==> config.mk <==
export PLATFORM = sky130hd
export DESIGN_NAME = transfer_ctrl_bus_activation
export DESIGN_NICKNAME = d
export VERILOG_FILES = /design/src/core/transfer_ctrl_bus_activation.v
export VERILOG_INCLUDE_DIRS = /design/src /design/src/core
export SDC_FILE = /design/constraint.sdc
export NUM_CORES = 1
export LEC_CHECK = 0
export BUFFER_PORTS_ARGS = -buffer_cell sky130_fd_sc_hd__buf_4
export CORE_MARGIN = 3
export CORE_UTILIZATION = 41
export DETAILED_ROUTE_END_ITERATION = 6
export PLACE_DENSITY_LB_ADDON = 0.15
export SLEW_MARGIN = 20
export SYNTH_ARGS = -nofsm -noshare
export SYNTH_HDL_FRONTEND = slang
export SYNTH_HIERARCHICAL = 1
export SYNTH_SLANG_ARGS = --single-unit
==> constraint.sdc <==
create_clock -name sys_clk -period 6.6 [get_ports sys_clk]
set_clock_uncertainty 0.2 [all_clocks]
set_input_delay 1.32 -clock sys_clk [delete_from_list [all_inputs] [get_ports sys_clk]]
set_output_delay 1.32 -clock sys_clk [all_outputs]
set_load 0.05 [all_outputs]
==> src/core/xfer_ctrl_map.vh <==
`ifndef XFER_CTRL_MAP_VH
`define XFER_CTRL_MAP_VH

// System clocks per external-bus and per peripheral clock cycle
`define XC_B_DIV      4'h2
`define XC_P_DIV      4'h4
// Recognition and stop-decision times, in bus or peripheral cycles
`define XC_IRQ_BCYC   2'h2
`define XC_PER_PCYC   2'h1
`define XC_NMI_BCYC   2'h1
`define XC_NMI_PCYC   2'h3
// Bus-release settings of bus_function_extend_reg
`define XC_REL_VEC    3'h1
`define XC_REL_NOP    3'h2
`define XC_REL_INFO   3'h3
`define XC_REL_DATA   3'h4
`define XC_REL_WB     3'h5
// Bus cycle kinds
`define XC_KIND_NONE  3'h0
`define XC_KIND_VEC   3'h1
`define XC_KIND_NOP   3'h2
`define XC_KIND_INFO  3'h3
`define XC_KIND_RD    3'h4
`define XC_KIND_WR    3'h5
`define XC_KIND_WB    3'h6
// Position of chain_enable_bit in the transfer-information word
`define XC_CHAIN_BIT  31
// Data path
`define XC_DATA_W     32
`define XC_FIFO_DEPTH 16
`define XC_FIFO_AW    4

`endif
==> src/core/transfer_ctrl_bus_activation.v <==
`include "xfer_ctrl_map.vh"

// ============================================================
// Data FIFO
module xfer_fifo #(
  parameter W  = 32,
  parameter D  = 16,
  parameter AW = 4
) (
  input  wire         sys_clk,
  input  wire         srst,
  input  wire [W-1:0] in_data,
  input  wire         in_valid,
  output wire         in_ready,
  output wire [W-1:0] out_data,
  output wire         out_valid,
  input  wire         out_ready
);
  reg [W-1:0] mem [0:D-1];
  reg [AW-1:0] wr_ptr;
  reg [AW-1:0] rd_ptr;
  reg [AW:0]   count;
  wire         push = in_valid && in_ready;
  wire         pop  = out_valid && out_ready;

  assign in_ready  = (count != D[AW:0]);
  assign out_valid = (count != {(AW+1){1'b0}});
  assign out_data  = mem[rd_ptr];

  always @(posedge sys_clk) begin
    if (push) begin
      mem[wr_ptr] <= in_data;
    end
  end

  always @(posedge sys_clk) begin
    if (srst) begin
      wr_ptr <= {AW{1'b0}};
      rd_ptr <= {AW{1'b0}};
      count  <= {(AW+1){1'b0}};
    end else begin
      if (push) begin
        wr_ptr <= wr_ptr + 1'b1;
      end
      if (pop) begin
        rd_ptr <= rd_ptr + 1'b1;
      end
      if (push && !pop) begin
        count <= count + 1'b1;
      end else if (pop && !push) begin
        count <= count - 1'b1;
      end
    end
  end
endmodule // xfer_fifo

// ============================================================
// Activation and bus ownership control
module transfer_ctrl_bus_activation (
  input  wire        sys_clk,
  input  wire        srst,
  input  wire        act_irq,
  input  wire        act_periph,
  input  wire        nmi,
  input  wire [2:0]  release_sel,
  input  wire        bus_grant,
  input  wire        bus_cyc_ack,
  input  wire [31:0] bus_rdata,
  input  wire        err_clr,
  output reg         bus_req,
  output reg         bus_cyc_valid,
  output reg  [2:0]  bus_cyc_kind,
  output reg  [31:0] bus_wdata,
  output reg         busy,
  output reg         err_flag,
  output reg         cfg_err,
  output reg  [7:0]  xfer_count
);
  localparam [10:0] S_IDLE  = 11'h001;
  localparam [10:0] S_RECOG = 11'h002;
  localparam [10:0] S_GRANT = 11'h004;
  localparam [10:0] S_VEC   = 11'h008;
  localparam [10:0] S_NOP   = 11'h010;
  localparam [10:0] S_INFO  = 11'h020;
  localparam [10:0] S_RD    = 11'h040;
  localparam [10:0] S_WR    = 11'h080;
  localparam [10:0] S_WB    = 11'h100;
  localparam [10:0] S_STOP  = 11'h200;
  localparam [10:0] S_DONE  = 11'h400;
  reg [10:0] state;
  reg [10:0] resume;
  reg [3:0]  b_div;
  reg [3:0]  p_div;
  reg        b_en;
  reg        p_en;
  reg [1:0]  cnt;
  reg        nmi_ph;
  reg        src_irq;
  reg [2:0]  rel;
  reg        chain;
  wire [31:0] fifo_out;
  wire        fifo_in_ready;
  wire        fifo_out_valid;
  wire        push = (state == S_RD) && bus_cyc_valid && bus_cyc_ack &&
                     fifo_in_ready;
  wire        pop  = (state == S_WR) && !bus_cyc_valid && fifo_out_valid;
  function [2:0] kind_of;
    input [10:0] st;
    begin
      case (st)
        S_VEC:   kind_of = `XC_KIND_VEC;
        S_NOP:   kind_of = `XC_KIND_NOP;
        S_INFO:  kind_of = `XC_KIND_INFO;
        S_RD:    kind_of = `XC_KIND_RD;
        S_WR:    kind_of = `XC_KIND_WR;
        S_WB:    kind_of = `XC_KIND_WB;
        default: kind_of = `XC_KIND_NONE;
      endcase
    end
  endfunction
  xfer_fifo #(
    .W  (`XC_DATA_W),
    .D  (`XC_FIFO_DEPTH),
    .AW (`XC_FIFO_AW)
  ) xfer_fifo_inst (
    .sys_clk   (sys_clk),
    .srst      (srst),
    .in_data   (bus_rdata),
    .in_valid  (push),
    .in_ready  (fifo_in_ready),
    .out_data  (fifo_out),
    .out_valid (fifo_out_valid),
    .out_ready (pop)
  );

  // ==========================================================
  // Bus and peripheral cycle enables
  always @(posedge sys_clk) begin
    if (srst) begin
      b_div <= 4'h0;
      p_div <= 4'h0;
      b_en  <= 1'b0;
      p_en  <= 1'b0;
    end else begin
      b_en  <= (b_div == `XC_B_DIV - 4'h1);
      p_en  <= (p_div == `XC_P_DIV - 4'h1);
      b_div <= (b_div == `XC_B_DIV - 4'h1) ? 4'h0 : b_div + 4'h1;
      p_div <= (p_div == `XC_P_DIV - 4'h1) ? 4'h0 : p_div + 4'h1;
    end
  end

  // ==========================================================
  // Sequencer
  task advance;
    input [10:0] target;
    input        release_here;
    begin
      bus_cyc_valid <= 1'b0;
      bus_cyc_kind  <= `XC_KIND_NONE;
      if (release_here) begin
        bus_req <= 1'b0;
        resume  <= target;
        state   <= S_GRANT;
      end else begin
        state   <= target;
      end
    end
  endtask

  always @(posedge sys_clk) begin
    if (srst) begin
      state         <= S_IDLE;
      resume        <= S_VEC;
      cnt           <= 2'h0;
      nmi_ph        <= 1'b0;
      src_irq       <= 1'b0;
      rel           <= `XC_REL_WB;
      chain         <= 1'b0;
      bus_req       <= 1'b0;
      bus_cyc_valid <= 1'b0;
      bus_cyc_kind  <= `XC_KIND_NONE;
      bus_wdata     <= 32'h0000_0000;
      busy          <= 1'b0;
      err_flag      <= 1'b0;
      cfg_err       <= 1'b0;
      xfer_count    <= 8'h00;
    end else begin
      if (err_clr) begin
        err_flag <= 1'b0;
      end
      case (state)
        S_IDLE: begin
          cnt    <= 2'h0;
          nmi_ph <= 1'b0;
          if (nmi) begin
            busy  <= 1'b1;
            state <= S_STOP;
          end else if (act_irq || act_periph) begin
            busy       <= 1'b1;
            src_irq    <= act_irq;
            xfer_count <= 8'h00;
            state      <= S_RECOG;
            if (release_sel >= `XC_REL_VEC && release_sel <= `XC_REL_WB) begin
              rel     <= release_sel;
              cfg_err <= 1'b0;
            end else begin
              rel     <= `XC_REL_WB;
              cfg_err <= 1'b1;
            end
          end
        end
        S_RECOG: begin
          if (nmi) begin
            cnt   <= 2'h0;
            state <= S_STOP;
          end else if (src_irq ? b_en : p_en) begin
            if (cnt == (src_irq ? `XC_IRQ_BCYC : `XC_PER_PCYC) - 2'h1) begin
              bus_req <= 1'b1;
              resume  <= S_VEC;
              state   <= S_GRANT;
            end else begin
              cnt <= cnt + 2'h1;
            end
          end
        end
        S_GRANT: begin
          bus_req <= 1'b1;
          if (bus_req && bus_grant) begin
            state <= resume;
          end
        end
        S_STOP: begin
          if (nmi_ph ? p_en : b_en) begin
            if (cnt != (nmi_ph ? `XC_NMI_PCYC : `XC_NMI_BCYC) - 2'h1) begin
              cnt <= cnt + 2'h1;
            end else if (!nmi_ph) begin
              cnt    <= 2'h0;
              nmi_ph <= 1'b1;
            end else begin
              err_flag <= 1'b1;
              busy     <= 1'b0;
              state    <= S_IDLE;
            end
          end
        end
        S_DONE: begin
          bus_req <= 1'b0;
          busy    <= 1'b0;
          state   <= S_IDLE;
        end
        default: begin
          if (!bus_cyc_valid) begin
            if ((state != S_RD || fifo_in_ready) &&
                (state != S_WR || fifo_out_valid)) begin
              bus_cyc_valid <= 1'b1;
              bus_cyc_kind  <= kind_of(state);
              if (state == S_WR) begin
                bus_wdata <= fifo_out;
              end
            end
          end else if (bus_cyc_ack && (state != S_RD || fifo_in_ready)) begin
            case (state)
              S_VEC:  advance(S_NOP, rel == `XC_REL_VEC);
              S_NOP:  advance(S_INFO, rel == `XC_REL_NOP);
              S_INFO: begin
                chain <= bus_rdata[`XC_CHAIN_BIT];
                advance(S_RD, rel == `XC_REL_INFO);
              end
              S_RD:   advance(S_WR, 1'b0);
              S_WR: begin
                xfer_count <= xfer_count + 8'h01;
                advance(S_WB, rel == `XC_REL_DATA);
              end
              default: advance(chain ? S_INFO : S_DONE,
                               chain && rel == `XC_REL_WB);
            endcase
          end
        end
      endcase
    end
  end
endmodule // transfer_ctrl_bus_activation

# Word level (Yosys, flattened, before mapping)
# Memories as Yosys holds them, arrays and structs flattened. A register that Yosys moved wholly into a read port is not among the register bits.
# Index checks and enable logic that the tools add are counted.
# word_totals
register_bits,69
ram_bits,512
in_bits,43
output_inout_bits,48
word_cells,229
mem_count,1
# op_classes
add_sub_neg,10
n_lt_le_gt_ge,2
n_eq_ne,48
muxes,87
bitwise,6
n_reduce_logical,54
# memory_table
memory,words,word_bits,rd,rd_clocked_by_memory_dff,wr,line,text
xfer_fifo_inst.mem,16,32,1,1,1,transfer_ctrl_bus_activation.v:19,reg [W-1:0] mem [0:D-1];
# op_table
operator,count
$mux 11,23
$pmux 11 s5,3
$mux 8,5
$mux 1,30
$reduce_and 12->1,2
$pmux 11 s2,1
$ne 2x2->1 const B,9
$pmux 3 s6,1
$reduce_bool 6->1,3
$add 4x1->4 const B,4
$mux 2,8
$pmux 8 s2,1
$reduce_bool 2->1,8
$mux 5,3
$ne 3x3->1 const B,5
$ne 5x2->1 const B,3
$logic_and 1x1->1,14
$mux 3,4
$eq 11x1->1 const B,1
$eq 11x10->1 const B,1
$eq 11x11->1 const B,1
$eq 11x2->1 const B,1
$eq 11x3->1 const B,1
$eq 11x4->1 const B,1
50 further kinds,74

# Longest topological paths before layout
# logic_depth
depth_word,9
mapped_depth,16
ltp_nobuf,13

# Cells and area by module
# Netlist, hierarchy kept.
# by_module_without_submodules
module,n_inst,cells_per_inst,area_each_um2,seq_area_each_um2
xfer_fifo,1,896,20060.5,15715.1
transfer_ctrl_bus_activation,1,513,4192.8,1661.6

# Least setup slack after synthesis
# OpenSTA, ideal clock, no wires.
# synth_path
path_kind,input -> register
from,input bus_cyc_ack
to,memory xfer_fifo_inst.mem[0][0] (enable)
setup_time_ps,502
arrival_ps,5059
t_required_ps,5898
path_slack_ps,840
stages,4
n_path_buf,0
cell_sequence,nand3_1 -> nor3_1 -> o21ai_4 -> nor4_1
# synth_via
elab_chain_len,5
# synth_lines
item,line,text
from (decl),transfer_ctrl_bus_activation.v:67,"input wire bus_cyc_ack,"
$logic_and 1x1->1 (2 in a row),transfer_ctrl_bus_activation.v:104,wire push = (state == S_RD) && bus_cyc_valid && bus_cyc_ack &&
via push,transfer_ctrl_bus_activation.v:104,
$logic_and 1x1->1,transfer_ctrl_bus_activation.v:23,wire push = in_valid && in_ready;
$mux 1,transfer_ctrl_bus_activation.v:31,if (push) begin
$mux 1 (implied by the code),transfer_ctrl_bus_activation.v:32,mem[wr_ptr] <= in_data;
to (decl),transfer_ctrl_bus_activation.v:19,
# The timed path passes the listed nets, and every way through them passes these cells.

# Worst setup path in the final report
# layout_path
from,register state[8]
to,register xfer_fifo_inst.count[4]
# layout_via
elab_chain_len,8
elab_cells_between_ends,15
classes_between,eq/ne (2); mux (1); reduce/logical (12)
# layout_lines
item,line,text
from (decl),transfer_ctrl_bus_activation.v:90,reg [10:0] state;
from (signal assigned),transfer_ctrl_bus_activation.v:229,state <= resume;
$eq 11x7->1,transfer_ctrl_bus_activation.v:104,
$logic_and 1x1->1 (3 in a row),transfer_ctrl_bus_activation.v:104,
$logic_and 1x1->1,transfer_ctrl_bus_activation.v:23,
$logic_not 1->1,transfer_ctrl_bus_activation.v:50,end else if (pop && !push) begin
$logic_and 1x1->1,transfer_ctrl_bus_activation.v:50,
$reduce_bool 2->1 (no source line),-,
to (signal assigned),transfer_ctrl_bus_activation.v:40,count <= {(AW+1){1'b0}};
to (signal assigned),transfer_ctrl_bus_activation.v:49,count <= count + 1'b1;
to (signal assigned),transfer_ctrl_bus_activation.v:51,count <= count - 1'b1;
to (decl),transfer_ctrl_bus_activation.v:22,reg [AW:0] count;
# Several ways; a longest one is shown, not always the timed one.
# A chain may end at the register's enable or synchronous reset.

==> results.txt <==
Final hold analysis gives a worst-case slack of 251.2 ps. The number of post-CTS setup repair buffers is 0. The wire length reported by the detailed router is 53230 um.

The clock-pin slew on the worst setup and hold paths came out at 60 ps. For this run the aggregate overflow at the end of global routing stands at 0. The remaining design rule violation count is 0. The slew at the pin closest to its max-slew limit is 1078 ps. The number of global-route vias before repair came out at 13066.

The total standard cell area after synthesis is 24250 um2. The count of cells resized by post-cts repair came out at 0. VDD sags by at most 0.2043 mV. The count of flip-flops with a built-in enable after synthesis came out at 512. The net count reported at finish is 1562.

The area used by multi-input combinational logic is 6470 um2. The warning count from the yosys run came out at 6. The leading register cell type out of synthesis is sky130_fd_sc_hd__edfxtp_1. The sequential share of the synthesized area came out at 0.7165. In the final timing run, aggregate negative setup slack is 0 ps.

The worst hold path class is reg -> reg. The maximum clock rate came out at 209.1 MHz. Data on the critical path arrives at its endpoint at 5030 ps. The critical path in this run is classified as reg -> reg. 91 I/O pins were placed. The share of the synthesized area in the top cell type is 0.6339. The vias per cell came out at 5.505. The placer's final routability congestion estimate came out at 0.8373. In this run, the number of DRC markers left after iteration 0 of detailed routing was 756.

The total of flip-flops plus latches after synthesis came out at 612. The flow ran to the end, and the final reports show no timing, DRC or antenna violations. The area growth from synthesis to layout is 15.02%. The kind of launch point of the worst setup path is a flip-flop.

Synthesis handed over a netlist of 1409 instances. Summed over all cells, the static leakage comes to 8.951 nW. The async set-reset flop share out of synthesis is 0.

The number of buffers between clock root and the deepest sink came out at 3. The sequential standard cell area came out at 17380 um2. In this run, post-CTS hold repair placed 0 buffers. The end-of-flow core utilization is 0.4798. The later pin in the worst-skew pair is clocked with a latency of 590 ps. The number of nets produced by synthesis came out at 1466. The worst endpoint required time is 6850 ps. The maximum number of pins on one net before global-route repair is 65. The number of detailed-routing iterations run before antenna repair came out at 4. The max-slew violation count is 0. The total track usage came out at 0.1703.

The floorplan step set the die width to 249.2 um. The chip height came out at 249.2 um. The initial antenna violation count came to 0.

The number of endpoints failing setup at the final stage is 0. The average wire length per cell after detail routing came out at 22.92 um. The count of buffers inserted at the top-level ports came out at 90. The power per unit of standard cell area came out at 304.4 nW/um2. The die outline area came out at 62110 um2. The first-pass GRT wire length is 80720 um. Counting every sink on the clock net gives 612.

CTS placed an instance of sky130_fd_sc_hd__clkbuf_16 at the clock tree root. The worst path in the final design needs a cycle of 4782 ps, including I/O delays and setup. The number of vias in the routed layout came out at 12787. The sum of net half-perimeters after detailed placement came out at 30550 um. The clock tree from TritonCTS is built. The layout filler cell count is 4923.

The starting utilization of the core area came out at 0.4172. The share of cells above drive strength 1 came out at 0.2484. The count of final hold-check violations is 0. The number of levels in the clock H-tree came out at 3. The library cell used most frequently in the layout, excluding fill and tap cells, is sky130_fd_sc_hd__edfxtp_1.

The core region is 58140 um2. A synthesized cell averages 17.21 um2. In the layout the commonest cells are sky130_fd_sc_hd__edfxtp_1, sky130_fd_sc_hd__nand2_1, sky130_fd_sc_hd__mux4_2.

The number of different library cells used by synthesis comes to 69. The post-place setup slack came out at 1785 ps. STA classifies the critical path endpoint as a flip-flop. Sorting the synthesized cells by area gives the leading types as sky130_fd_sc_hd__edfxtp_1, sky130_fd_sc_hd__mux4_2, sky130_fd_sc_hd__dfxtp_1, sky130_fd_sc_hd__a22oi_1, sky130_fd_sc_hd__nand2_1. The remaining number of nets flagged by the antenna check after routing came out at 0. The worst pin sits at a relative slew slack of 0.2815. The initialized floorplan defines 88 standard-cell rows. Setup repair after global routing left no endpoint under its margin. In the finished design, the share of the clock period the worst path needs comes to 0.7245. Of all nets on the critical path, the largest fanout is 35. The biggest area contributor in the post-synthesis netlist is sky130_fd_sc_hd__edfxtp_1. 0 antenna diodes ended up in the layout.

Across the run, the number of max-cap violations was 0. The total CTS buffers is 68. The final worst setup slack is 1818 ps.
-- power breakdown --
part / total [W] / switching (W) / internal (W)
Sequential: 0.00428 / 0.0000598 / 0.00422
Combinational: 0.000591 / 0.000387 / 0.000204
Clock: 0.00362 / 0.00148 / 0.00214
Total: 0.00849 / 0.00193 / 0.00656
-- state kept, by name, summed over array words and instances (netlist names), 2 cells and up, named ones only --
signal	cells
resume	6
state	11
bus_wdata	32
xfer_fifo_inst/rd_ptr	4
rel	3
xfer_fifo_inst/wr_ptr	4
xfer_fifo_inst/mem	512
xfer_fifo_inst/count	5
b_div	4
p_div	4
bus_cyc_kind	3
xfer_count	8
cnt	2
-- layout make-up --
cell class / instances / share of cell area
inverter: 15 / 0.002018
clock inverter: 29 / 0.01041
timing repair buffer: 110 / 0.03149
sequential: 612 / 0.6232
clock buffer: 94 / 0.06665
tap: 765 / 0.03431
multi-input combinational: 698 / 0.2319
-- worst max-delay path, stage by stage (launching register included) --
cell,delay [ps]
sky130_fd_sc_hd__dfxtp_1,440
sky130_fd_sc_hd__or3_1,720
sky130_fd_sc_hd__nor3_1,500
sky130_fd_sc_hd__nand3_2,110
sky130_fd_sc_hd__buf_4,310
sky130_fd_sc_hd__inv_2,700
sky130_fd_sc_hd__o21ai_4,140
sky130_fd_sc_hd__ha_1,240
sky130_fd_sc_hd__inv_1,160
sky130_fd_sc_hd__ha_1,290
sky130_fd_sc_hd__a21oi_1,190
sky130_fd_sc_hd__a211oi_1,100
sky130_fd_sc_hd__a31oi_1,170
sky130_fd_sc_hd__mux2_2,350
-- cell families after synthesis --
logic type,count (synthesis),share of synthesized area
buffers and inverters,99,0.02048
AOI/OAI and AO/OA,188,0.05236
xor gates and xnor gates,22,0.007945
DFF,612,0.7165
adders and majority gates,14,0.007532
muxes,143,0.1254
and+or+nand+nor,331,0.06985
-- path summary, 6_finish.rpt --
path	from	to	slack [ps]	depth (start not counted)
worst max-delay path	state[8]$_SDFFE_PP0P_	xfer_fifo_inst/count[4]$_SDFFE_PP0P_	1820	13
worst max register to register	state[8]$_SDFFE_PP0P_	xfer_fifo_inst/count[4]$_SDFFE_PP0P_	1820	13
worst min-delay path	bus_wdata[4]$_SDFFE_PP0P_	bus_wdata[4]$_SDFFE_PP0P_	250	2
worst min register to register	bus_wdata[4]$_SDFFE_PP0P_	bus_wdata[4]$_SDFFE_PP0P_	250	2
-- cell usage after synthesis, types with 8 or more instances --
| library cell | n |
|---|---|
| sky130_fd_sc_hd__o21ai_0 | 19 |
| sky130_fd_sc_hd__nand3_1 | 11 |
| sky130_fd_sc_hd__edfxtp_1 | 512 |
| sky130_fd_sc_hd__nand2_1 | 130 |
| sky130_fd_sc_hd__nor3_1 | 21 |
| sky130_fd_sc_hd__inv_1 | 14 |
| sky130_fd_sc_hd__a21oi_1 | 59 |
| sky130_fd_sc_hd__mux4_2 | 128 |
| sky130_fd_sc_hd__or3_1 | 11 |
| sky130_fd_sc_hd__buf_6 | 9 |
| sky130_fd_sc_hd__xor2_1 | 15 |
| sky130_fd_sc_hd__nor4_1 | 11 |
| sky130_fd_sc_hd__nor2b_1 | 13 |
| sky130_fd_sc_hd__buf_2 | 19 |
| sky130_fd_sc_hd__dfxtp_1 | 100 |
| sky130_fd_sc_hd__mux2i_1 | 12 |
| sky130_fd_sc_hd__nor2_1 | 62 |
| sky130_fd_sc_hd__nand2b_1 | 11 |
| sky130_fd_sc_hd__clkbuf_1 | 40 |
| sky130_fd_sc_hd__nor3b_1 | 8 |
| sky130_fd_sc_hd__a22oi_1 | 66 |
| sky130_fd_sc_hd__buf_4 | 9 |
| sky130_fd_sc_hd__ha_1 | 13 |
-- stage by stage --
step           instances  total power, W  instance area (um2)
5_1_grt             2323        0.008822                27900
2_1_floorplan       1409        0.004811                24250
3_3_place_gp        2198        0.004944                25690
4_1_cts             2322        0.008601                27870
6_report            2323        0.008491                27900
3_5_place_dp        2199        0.004950                25720
-- routing by layer --
metal | vias up | global-route usage | part of all wire
met3 | 74 | 0.03404 | 0.044
met2 | 281 | 0.2814 | 0.49
met5 | - | 0 | 0
met4 | 0 | 0.04791 | 0.022
met1 | 6646 | 0.2307 | 0.44
li1 | 5786 | - | -
(Power assumes the default switching activity.)
